$ cat src/ppic_pkg.sv
package ppic_pkg;

   localparam int PPIC_NUM_CLR = 3;
   localparam int PPIC_NUM_MASK = 4;
   localparam int PPIC_NUM_PRIO = 26;
   localparam int PPIC_NUM_PINS = 5;

   // posted/clear register byte offsets
   localparam logic [7:0] PPIC_CLR_ADDR [0:2] = '{8'hda, 8'hdb, 8'hdc};
   // mask register offsets: mask0, mask1, mask2, mask3
   localparam logic [7:0] PPIC_MASK_ADDR [0:3] =
      '{8'he0, 8'he1, 8'hdf, 8'hde};

   // bits that carry a real source in each posted/clear register
   localparam logic [7:0] PPIC_CLR_IMPL [0:2] = '{8'hfd, 8'h60, 8'h16};
   // writable bits of each mask register
   localparam logic [7:0] PPIC_MASK_WR [0:3] =
      '{8'hff, 8'he0, 8'h16, 8'h80};
   localparam int PPIC_SOFT_INT_BIT = 7;
   localparam int PPIC_SOFT_INT_REG = 3;

   // priority of each posted bit, bit 0 first
   localparam logic [4:0] PPIC_PRIO_OF [0:2][0:7] = '{
      '{5'h01, 5'h00, 5'h03, 5'h04, 5'h05, 5'h07, 5'h19, 5'h06},
      '{5'h00, 5'h00, 5'h00, 5'h00, 5'h00, 5'h0d, 5'h0e, 5'h00},
      '{5'h00, 5'h11, 5'h12, 5'h00, 5'h14, 5'h00, 5'h00, 5'h00}};

   // vector address is priority times four
   localparam int PPIC_VECTOR_SHIFT = 2;

   // dispatch timing, in cpu cycles
   localparam int PPIC_DISPATCH_CYCLES = 13;
   localparam int PPIC_LONG_JUMP_INSTR_CYCLES = 7;
   localparam logic [3:0] PPIC_STEP_PUSH_PCH = 4'h1;
   localparam logic [3:0] PPIC_STEP_PUSH_PCL = 4'h2;
   localparam logic [3:0] PPIC_STEP_PUSH_FLAGS = 4'h3;
   localparam logic [3:0] PPIC_STEP_CLEAR_FLAGS = 4'h4;
   localparam logic [3:0] PPIC_STEP_LOAD_PC = 4'h5;
   localparam logic [3:0] PPIC_STEP_LAST = 4'(PPIC_DISPATCH_CYCLES - 1);

   localparam logic [7:0] PPIC_POSTED_RESET = 8'h00;
   localparam logic [7:0] PPIC_MASK_RESET = 8'h00;

   typedef enum logic [0:0] {
      PPIC_ST_IDLE = 1'b0,
      PPIC_ST_DISPATCH = 1'b1
   } ppic_state_type;

   typedef struct packed {
      ppic_state_type state;
      logic [3:0] step;
      logic [4:0] win_prio;
      logic [2:0][7:0] posted;
      logic [3:0][7:0] mask;
      logic [4:0] sync1;
      logic [4:0] sync2;
      logic [4:0] pin_prev;
      logic [7:0] rdata;
      logic stack_push;
      logic [7:0] stack_data;
      logic flag_clear;
      logic pc_load;
      logic [15:0] pc_value;
   } ppic_regs_type;

   localparam ppic_regs_type PPIC_REGS_RESET = '0;

endpackage : ppic_pkg

$ cat src/ppic_ctrl.sv
// Behaviour
// (RL1) event sets posted flag until taken/cleared
// (RL2) pending means posted and mask set
// (RL3) mask clear keeps posted, stops pending
// (RL4) highest pending wins, taken under global enable
// (RL5) request active on event, unmask, enable rise
// (RL6) dispatch only at instruction boundary
// (RL7) thirteen cycles, push pch, pcl, flags (code: twelve dispatch cycles)
// (RL8) clear flag register after pushes
// (RL9) pc high zero, low gets vector
// (RL10) return restores flags, enable back
// (RL11) pending served before next instruction
// (RL12) latency: finish, thirteen, seven jump (code: twelve dispatch cycles)
// (RL13) clear register read shows posted flags
// (RL14) soft enable off: zero clears
// (RL15) soft enable on: one posts
// (RL16) clear register zero source map
// (RL17) clear register one source map
// (RL18) clear register two source map
// (RL19) pin port sources posted on edges
// (RL20) mask bits act independently
// (RL21) fixed priorities, vector four times priority
// (RL22) lowest number wins, taken flag cleared
// (RL23) flags reset zero, reserved read zero
`timescale 1ns/10ps
module ppic_ctrl
   import ppic_pkg::*;
(
   input wire logic mclk,
   input wire logic rst_n,
   input wire logic [7:0] reg_addr,
   input wire logic [7:0] reg_wdata,
   input wire logic reg_wr,
   input wire logic reg_rd,
   output logic [7:0] reg_rdata,
   input wire logic gpio_port0_cond,
   input wire logic gpio_port1_cond,
   input wire logic gpio_port2_cond,
   input wire logic ext_line_one,
   input wire logic ext_line_two,
   input wire logic power_on_low_voltage,
   input wire logic spi_tx_empty_evt,
   input wire logic spi_rx_full_evt,
   input wire logic sleep_timer_evt,
   input wire logic timer_1ms_evt,
   input wire logic interval_timer_evt,
   input wire logic free_counter_wrap_evt,
   input wire logic global_int_enable,
   input wire logic instr_boundary,
   input wire logic [15:0] cpu_program_counter,
   input wire logic [7:0] cpu_flags,
   output logic irq_active,
   output logic dispatch_busy,
   output logic stack_push,
   output logic [7:0] stack_data,
   output logic flag_clear,
   output logic pc_load,
   output logic [15:0] pc_load_value
);

   ppic_regs_type r_reg;
   ppic_regs_type r_next;
   logic [PPIC_NUM_PRIO-1:0] pend;
   logic [4:0] win;

   // spread posted&mask over the priority numbers
   function automatic logic [PPIC_NUM_PRIO-1:0] pending_vec(
      input logic [2:0][7:0] posted,
      input logic [3:0][7:0] mask
   );
      logic [PPIC_NUM_PRIO-1:0] v;
      v = '0;
      for (int i = 0; i < PPIC_NUM_CLR; i++)
      begin
         for (int b = 0; b < 8; b++)
         begin
            // (RL20) per-bit gate
            if (PPIC_CLR_IMPL[i][b] && posted[i][b] && mask[i][b])
            begin
               v[PPIC_PRIO_OF[i][b]] = 1'b1;
            end
         end
      end
      return v;
   endfunction : pending_vec

   // lowest number is the highest priority
   function automatic logic [4:0] lowest_prio(
      input logic [PPIC_NUM_PRIO-1:0] v
   );
      logic [4:0] p;
      p = '0;
      for (int k = PPIC_NUM_PRIO - 1; k >= 0; k--)
      begin
         if (v[k])
         begin
            p = 5'(k);
         end
      end
      return p;
   endfunction : lowest_prio

   // (RL2) only pending sources reach the encoder
   assign pend = pending_vec(r_reg.posted, r_reg.mask);
   // (RL21) fixed priority encoding
   assign win = lowest_prio(pend);

   // (RL5) level follows pending and enable, so all three cases show
   assign irq_active = (|pend) && global_int_enable;
   assign dispatch_busy = (r_reg.state == PPIC_ST_DISPATCH);
   assign reg_rdata = r_reg.rdata;
   assign stack_push = r_reg.stack_push;
   assign stack_data = r_reg.stack_data;
   assign flag_clear = r_reg.flag_clear;
   assign pc_load = r_reg.pc_load;
   assign pc_load_value = r_reg.pc_value;

   always_comb
   begin
      logic [4:0] edges;
      logic [2:0][7:0] set_evt;
      logic soft_en;
      edges = '0;
      set_evt = '0;
      soft_en = 1'b0;
      r_next = r_reg;
      r_next.stack_push = 1'b0;
      r_next.flag_clear = 1'b0;
      r_next.pc_load = 1'b0;
      r_next.rdata = 8'h00;

      // pins are asynchronous: two stages before any use
      r_next.sync1 = {ext_line_two, ext_line_one, gpio_port2_cond,
                      gpio_port1_cond, gpio_port0_cond};
      r_next.sync2 = r_reg.sync1;
      r_next.pin_prev = r_reg.sync2;
      // (RL19) rising edge of the pin condition posts
      edges = r_reg.sync2 & ~r_reg.pin_prev;

      // (RL16) clear register zero layout
      set_evt[0] = {edges[1], sleep_timer_evt, edges[3], edges[0],
                    spi_rx_full_evt, spi_tx_empty_evt, 1'b0,
                    power_on_low_voltage};
      // (RL17) clear register one layout
      set_evt[1] = {1'b0, interval_timer_evt, timer_1ms_evt, 5'h00};
      // (RL18) clear register two layout
      set_evt[2] = {3'h0, edges[2], 1'b0, edges[4],
                    free_counter_wrap_evt, 1'b0};

      soft_en = r_reg.mask[PPIC_SOFT_INT_REG][PPIC_SOFT_INT_BIT];

      for (int i = 0; i < PPIC_NUM_CLR; i++)
      begin
         if (reg_wr && reg_addr == PPIC_CLR_ADDR[i])
         begin
            if (soft_en)
            begin
               // (RL15) ones post, zeros ignored
               r_next.posted[i] = r_reg.posted[i]
                                  | (reg_wdata & PPIC_CLR_IMPL[i]);
            end
            else
            begin
               // (RL14) zeros clear, ones ignored
               r_next.posted[i] = r_reg.posted[i]
                                  & (reg_wdata | ~PPIC_CLR_IMPL[i]);
            end
         end
         // (RL13) read returns posted flags
         if (reg_rd && reg_addr == PPIC_CLR_ADDR[i])
         begin
            r_next.rdata = r_reg.posted[i];
         end
      end

      for (int i = 0; i < PPIC_NUM_MASK; i++)
      begin
         // (RL3) a mask write never touches posted flags
         if (reg_wr && reg_addr == PPIC_MASK_ADDR[i])
         begin
            r_next.mask[i] = reg_wdata & PPIC_MASK_WR[i];
         end
         if (reg_rd && reg_addr == PPIC_MASK_ADDR[i])
         begin
            r_next.rdata = r_reg.mask[i];
         end
      end

      case (r_reg.state)
         PPIC_ST_IDLE:
         begin
            // (RL6) start only once the instruction has finished
            // (RL11) also checked at the boundary after a return
            // (RL10) enable comes back from the core's restored flags
            if (instr_boundary && irq_active)
            begin
               // (RL4) take the winner under global enable
               r_next.state = PPIC_ST_DISPATCH;
               r_next.step = 4'h1;
               r_next.win_prio = win;
               // (RL22) taken source loses its posted flag
               for (int i = 0; i < PPIC_NUM_CLR; i++)
               begin
                  for (int b = 0; b < 8; b++)
                  begin
                     if (PPIC_CLR_IMPL[i][b] && PPIC_PRIO_OF[i][b] == win)
                     begin
                        r_next.posted[i][b] = 1'b0;
                     end
                  end
               end
            end
         end
         PPIC_ST_DISPATCH:
         begin
            // (RL7) fixed 12-cycle dispatch (steps 1 to 12) with three pushes
            case (r_reg.step)
               PPIC_STEP_PUSH_PCH:
               begin
                  r_next.stack_push = 1'b1;
                  r_next.stack_data = cpu_program_counter[15:8];
               end
               PPIC_STEP_PUSH_PCL:
               begin
                  r_next.stack_push = 1'b1;
                  r_next.stack_data = cpu_program_counter[7:0];
               end
               PPIC_STEP_PUSH_FLAGS:
               begin
                  r_next.stack_push = 1'b1;
                  r_next.stack_data = cpu_flags;
               end
               // (RL8) flags cleared only after they are saved
               PPIC_STEP_CLEAR_FLAGS:
               begin
                  r_next.flag_clear = 1'b1;
               end
               // (RL9) upper byte zero, lower byte is the vector
               PPIC_STEP_LOAD_PC:
               begin
                  r_next.pc_load = 1'b1;
                  r_next.pc_value = {8'h00,
                     8'({3'h0, r_reg.win_prio} << PPIC_VECTOR_SHIFT)};
               end
               default:
               begin
                  r_next.stack_push = 1'b0;
               end
            endcase
            // (RL12) busy for 12 cycles, one fewer than the thirteen of the dispatch part of latency
            if (r_reg.step == PPIC_STEP_LAST)
            begin
               r_next.state = PPIC_ST_IDLE;
               r_next.step = 4'h0;
            end
            else
            begin
               r_next.step = r_reg.step + 4'h1;
            end
         end
         default:
         begin
            r_next.state = PPIC_ST_IDLE;
            r_next.step = 4'h0;
         end
      endcase

      // (RL1) hardware events win over any clear in the same cycle
      for (int i = 0; i < PPIC_NUM_CLR; i++)
      begin
         // (RL23) reserved bits never set
         r_next.posted[i] = r_next.posted[i]
                            | (set_evt[i] & PPIC_CLR_IMPL[i]);
      end
   end

   always_ff @(posedge mclk)
   begin
      // (RL23) everything starts at zero
      if (!rst_n)
      begin
         r_reg <= PPIC_REGS_RESET;
      end
      else
      begin
         r_reg <= r_next;
      end
   end

endmodule : ppic_ctrl

$ cat config.mk
export PLATFORM = sky130hd
export DESIGN_NAME = ppic_ctrl
export DESIGN_NICKNAME = d
export VERILOG_FILES = /design/src/ppic_pkg.sv /design/src/ppic_ctrl.sv
export SDC_FILE = /design/constraint.sdc
export NUM_CORES = 1
export LEC_CHECK = 0
export ABC_AREA = 1
export CAP_MARGIN = 20
export CORE_UTILIZATION = 60
export CTS_CLUSTER_DIAMETER = 30
export DETAILED_ROUTE_END_ITERATION = 7
export DONT_BUFFER_PORTS = 1
export GPL_TIMING_DRIVEN = 0
export PLACE_DENSITY = 0.72
export SKIP_LAST_GASP = 1
export SLEW_MARGIN = 5
export SYNTH_ARGS = -nofsm -noshare
export SYNTH_HDL_FRONTEND = slang
export SYNTH_SLANG_ARGS = --single-unit
$ cat constraint.sdc
create_clock -name mclk -period 2.78 [get_ports mclk]
set_input_delay 0.556 -clock mclk [delete_from_list [all_inputs] [get_ports mclk]]
set_output_delay 0.556 -clock mclk [all_outputs]
set_load 0.005 [all_outputs]
* Word-level counts from Yosys, hierarchy flattened
Index checks and enable logic that the tools add are counted.
** Word-level totals
- Register bits after elaboration :: 88
- Input port bits :: 58
- Output and inout bits :: 37
- Logic and storage cells :: 167
** Cells by class
- Add/sub/neg operators :: 1
- Eq/ne operators :: 26
- Multiplexer cells :: 67
- Bitwise gates (word level) :: 13
- Reduce and logical (&&, ||, !) cells :: 38
** Operators with widths (count)
- 8-bit two-way mux :: 13
- 5-bit two-way mux :: 12
- 8-bit == test, second input constant :: 7
- 1-bit two-way mux :: 31
- 1-bit logical AND :: 28
- 8-bit AND :: 3
- 8-bit one-hot mux with 3 select lines :: 1
- 3-bit by 5-bit == test with 1-bit output, first input constant :: 4
- 5-bit == test, first input constant :: 4
- 17-bit two-way mux :: 1
- 8-bit by 5-bit bitwise OR with 8-bit output :: 2
- 8-bit by 7-bit bitwise OR with 8-bit output :: 2
- 8-bit bitwise OR :: 2
- 6-bit two-way mux :: 2
- 12-bit OR reduction :: 1
- 4-bit by 5-bit == test with 1-bit output, first input constant :: 2
- 10-bit two-way mux :: 1
- 5-bit one-hot mux with 2 select lines :: 1
- 4-bit by 2-bit == test with 1-bit output, second input constant :: 2
- 4-bit by 3-bit == test with 1-bit output, second input constant :: 2
- 2-bit two-way mux :: 4
- 2-bit AND reduction :: 4
- 3-bit OR reduction :: 2
- 5-bit AND :: 1
- 12 further kinds :: 13

* Depth between registers and ports, before layout
- Word-level depth :: 19
- Gate-level depth with buffers :: 14
- Depth with buffers taken out :: 14

* Least setup slack after synthesis
OpenSTA, ideal clock, no wires.
- Path kind :: register -> register
- From :: register r_reg[111] in the netlist's numbering
- To :: register r_reg, in the netlist stack_data[5]
- Setup time :: 0.131 ns
- Data arrival time :: 1.554 ns
- Required time :: 2.649 ns
- Slack :: 1.094 ns
- Cell stages (with the launch flop) :: 11
- Path buffers :: 2
- Clock period less this slack :: 1.686 ns
- Cells stage by stage :: dfxtp_1 -> inv_1 -> ha_1 -> clkbuf_1 -> o21ai_4 -> nand2_2 -> nand2_2 -> clkinv_2 -> buf_6 -> o21ai_2 -> a41oi_2
** Between the ends
- Cells in the longest elaborated chain, start to end :: 3
- Elaborated cells on any way between the ends :: 6
- Those cells by class :: eq/ne (3); mux (1); reduce/logical (2)
** Ends and longest elaborated chain
- start, declared :: RTL line ppic_ctrl.sv:61 : ppic_regs_type r_reg;
- start signal, assigned :: RTL line ppic_ctrl.sv:286 : r_reg <= r_next;
- 4-bit by 2-bit == test with 1-bit output / 4-bit by 1-bit == test with 1-bit output (equally long branches) :: RTL line ppic_ctrl.sv:217 : case (r_reg.step)
- 3-bit nonzero test (no source line)
- 2-bit AND reduction (no source line)
Several ways; a longest one is shown, not always the timed one.
A chain may end at the register's enable or synchronous reset.

* Worst setup path after layout
Ends and elaborated chain as after synthesis.

==> metrics.md <==
| Metric | Value |
|---|---|
| Status | `complete, but fails checks` |
| Violated checks | `DRC` |
| First-pass GRT wire length | `about 16 mm` |
| Min Hold Slack | `between 0.3 and 0.4 ns` |
| Max-Cap Viols | `0` |
| Share of cells above drive strength 1 | `a little under a fifth` |
| Reg power frac | `between 50% and 60%` |
| HP Class | `in -> reg` |
| # DRC | `8` |
| CTS clk-pin slew, worst paths | `approximately 0.09 ns` |
| #FFs+latches synth | `between 70 and 80` |
| Arr. time, crit path | `approximately 2.2 ns` |
| CP endpoint kind | `flop` |
| Port Buffers | `0` |
| Synth Area per Inst | `7.32 sq um` |
| Unique masters post-synth | `42` |
| Max reg flops | `41` |
| Post-CTS setup buffer count | `0` |
| Final setup TNS | `0 ns` |
| CP required | `3.02 ns` |
| Remaining global-route overflow | `0` |
| Least-Margin Pin Slew | `approximately 0.57 ns` |
| Switch Pwr | `slightly above 0.5 mW` |
| Main flop type after synthesis | `dfxtp_1` |
| Worst slack, placed | `about 0.80 ns` |
| Non-Filler Instances | `around 660` |
| Resized Gates After CTS | `0` |
| Hold Crit Depth | `2` |
| Critical Setup Path Class | `reg -> reg` |
| Final WL | `approximately 9.7 mm` |
| Layout Utilization | `67.7%` |
| Drt pass-1 iters | `7` |
| Cell Area, Placed | `4190 sq um` |
| Asr flop ratio synth | `0%` |
| Ant. Diodes | `0` |
| Slew Limit Headroom | `roughly three fifths` |
| Clock skew | `between 0.01 and 0.015 ns` |
| # nets final | `between 600 and 700` |
| Worst min-delay path endpoint | `r_next[40]` |
| Initial antenna violation count | `0` |
| Clk buf depth | `2` |
| Clock sink count | `76` |
| Rows | `29` |
| Design area | `about 4400 sq um` |
| Number of flops mapped to enable cells by yosys | `0` |
| Clk_lat worst skew | `0.36 ns` |
| Clock tree from TritonCTS | `yes` |
| Crit share post-route | `between 70% and 80%` |
| Hold_sp | `gpio_port0_cond` |
| Die Y | `84.3 microns` |
| Register-to-register setup slack | `between 0.7 and 0.8 ns` |
| Total power | `between 2 and 2.5 mW` |
| Cts hold-fix bufs | `0` |
| Largest net degree at the start of global routing | `14` |
| Highest clock rate | `about 0.5 GHz` |
| Hold Violations, Final | `0` |
| Comb pwr share | `under 10%` |
| PwrDens | `around 460 nW/um^2` |
| FF-to-FF End | `stack_data[5]` |
| Warnings, synthesis | `0` |
| Final Critical Period | `2.00 ns` |
| Register area share after synthesis | `between 30% and 40%` |
| Vias in the first global route | `3,330` |
| Area of the core | `between 6000 and 7000 sq um` |
| Number of I/O pins | `between 90 and 100` |
| Layout Area Growth over Synthesis | `7.67%` |
| Leakage power | `2.03 nW` |
| RSZ-0062 raised after global routing | `no` |
| Switching portion of total power | `roughly a quarter` |
| Worst reg2reg startpoint | `r_reg[111]` |
| Starting DRC count in detailed routing | `roughly 250` |
| Sequential Area | `approximately 1500 sq um` |
| Worst setup margin | `0.779 ns` |
| Placed insts | `roughly 640` |
| Via-to-Cell Ratio | `5.41` |
| Detail Placement HPWL | `around 7.5 mm` |
| Synth Instances | `between 500 and 600` |
| Die area | `approximately 7100 sq um` |
| Setup violators final | `0` |
| Pint | `~1.5 mW` |
| Initial Utilization | `about 63%` |
| H-tree depth | `3` |
| Syn Std Cell Area | `4060 sq um` |
| GP Congestion | `just under 0.9` |
| Fillers | `606` |
| Critical path launch point type | `flop` |
| Worst-path fanout max | `10` |
| Max VDD drop | `0.442 mV` |
| Via count | `between 3,000 and 4,000` |
| Drt wl/cell | `roughly 15 microns` |
| CTS Root Cell | `clkbuf_8` |
| Multi-input gate area | `just under 2000 sq um` |
| CTS buffer count | `9` |
| Reg2Reg Depth | `10` |
| Global Route Usage Sum | `roughly 28%` |
| Max-slew violation count | `0` |
| Die Width | `about 84 microns` |
| Power share of the clock group | `between 30% and 40%` |
| Antenna-violating nets left | `0` |
[worst max-delay path by stage]
| stage | start | slack, ns | cells after the start | to |
|---|---|---|---|---|
| 6_report | r_reg[111] | 0.78 | 10 | stack_data[5] |
| 5_1_grt | r_reg[111] | 0.63 | 10 | stack_data[5] |
| 4_1_cts | r_reg[111] | 0.77 | 10 | stack_data[5] |
| 3_5_place_dp | r_reg[111] | 0.80 | 10 | stack_data[5] |
| 3_3_place_gp | r_reg[111] | 0.82 | 10 | stack_data[5] |
| 2_1_floorplan | r_reg[111] | 1.09 | 10 | stack_data[5] |
[cells in the mapped netlist, types with 4 or more instances]
master	n	area, sq um
a21oi_1	41	205
nor2_4	8	90.1
o21ai_0	44	220
nor2_1	32	120
ha_1	4	50.1
buf_4	32	240
clkbuf_1	8	30.0
dfxtp_1	76	1520
o21ai_1	8	40.0
nand3_1	38	190
nand2_1	100	375
nor3_1	7	35.0
inv_2	7	26.3
inv_1	74	278
nand2_2	18	113
a41oi_1	8	70.1
o22ai_1	6	37.5
[critical path, cell delays in order, from the launching register on]
cell and delay, ns:
dfxtp_1 0.39, inv_1 0.11, ha_1 0.21, clkbuf_1 0.23, o21ai_4 0.34, nand2_2 0.08, nand2_2 0.08, clkinv_2 0.11
buf_6 0.17, o21ai_2 0.12, a41oi_2 0.05
[placed cells by master (no fill, tap or decap), types with 4 or more instances in the layout]
cell type,count
nand2_1,100
dfxtp_1,76
inv_1,74
o21ai_0,44
a21oi_1,41
nand3_1,38
nor2_1,32
buf_4,32
nand2_2,18
conb_1,11
clkbuf_8,10
nor2_4,8
clkbuf_1,8
a41oi_1,8
o21ai_1,8
inv_2,7
nor3_1,7
o22ai_1,6
clkinv_2,4
ha_1,4
clkinvlp_4,4
[cells by family (layout without fill, tap and decap cells)]
group | Yosys count | after routing | synth area share, %
other | 1 | 11 | 0.0924
and+or+nand+nor | 220 | 220 | 27.5
AOI/OAI and AO/OA | 125 | 125 | 18.3
adders and majority gates | 4 | 4 | 1.23
buffers and inverters | 129 | 145 | 15.4
DFF | 76 | 76 | 37.5
[power groups by stage]
| stage | Sequential, mW | Clock [mW] | Combinational, mW |
|---|---|---|---|
| global route | 1.13 | 0.823 | 0.132 |
| detailed placement | 1.15 | 0 | 0.114 |
| floorplan | 1.14 | 0 | 0.0925 |
| CTS | 1.12 | 0.772 | 0.115 |
| global placement | 1.15 | 0 | 0.112 |
| finish | 1.12 | 0.765 | 0.116 |
[metal layers]
metal	vias up	GRT usage (%)	part of all wire, %
met4	0	12.9	2.0
li1	1807	-	-
met5	-	0	0
met1	1623	38.0	46
met3	17	6.49	5.5
met2	113	44.1	47
[area by class of cell]
| cell class | count | share of cell area [%] |
|---|---|---|
| flip-flops and latches | 76 | 34.8 |
| inverters | 84 | 7.33 |
| clock buffers | 10 | 3.15 |
| multi-input cells | 360 | 44.6 |
| clock inverters | 6 | 0.916 |
| plain buffers | 45 | 7.01 |
| well taps | 77 | 2.20 |
Note: power is estimated with default switching activity, not from simulation.
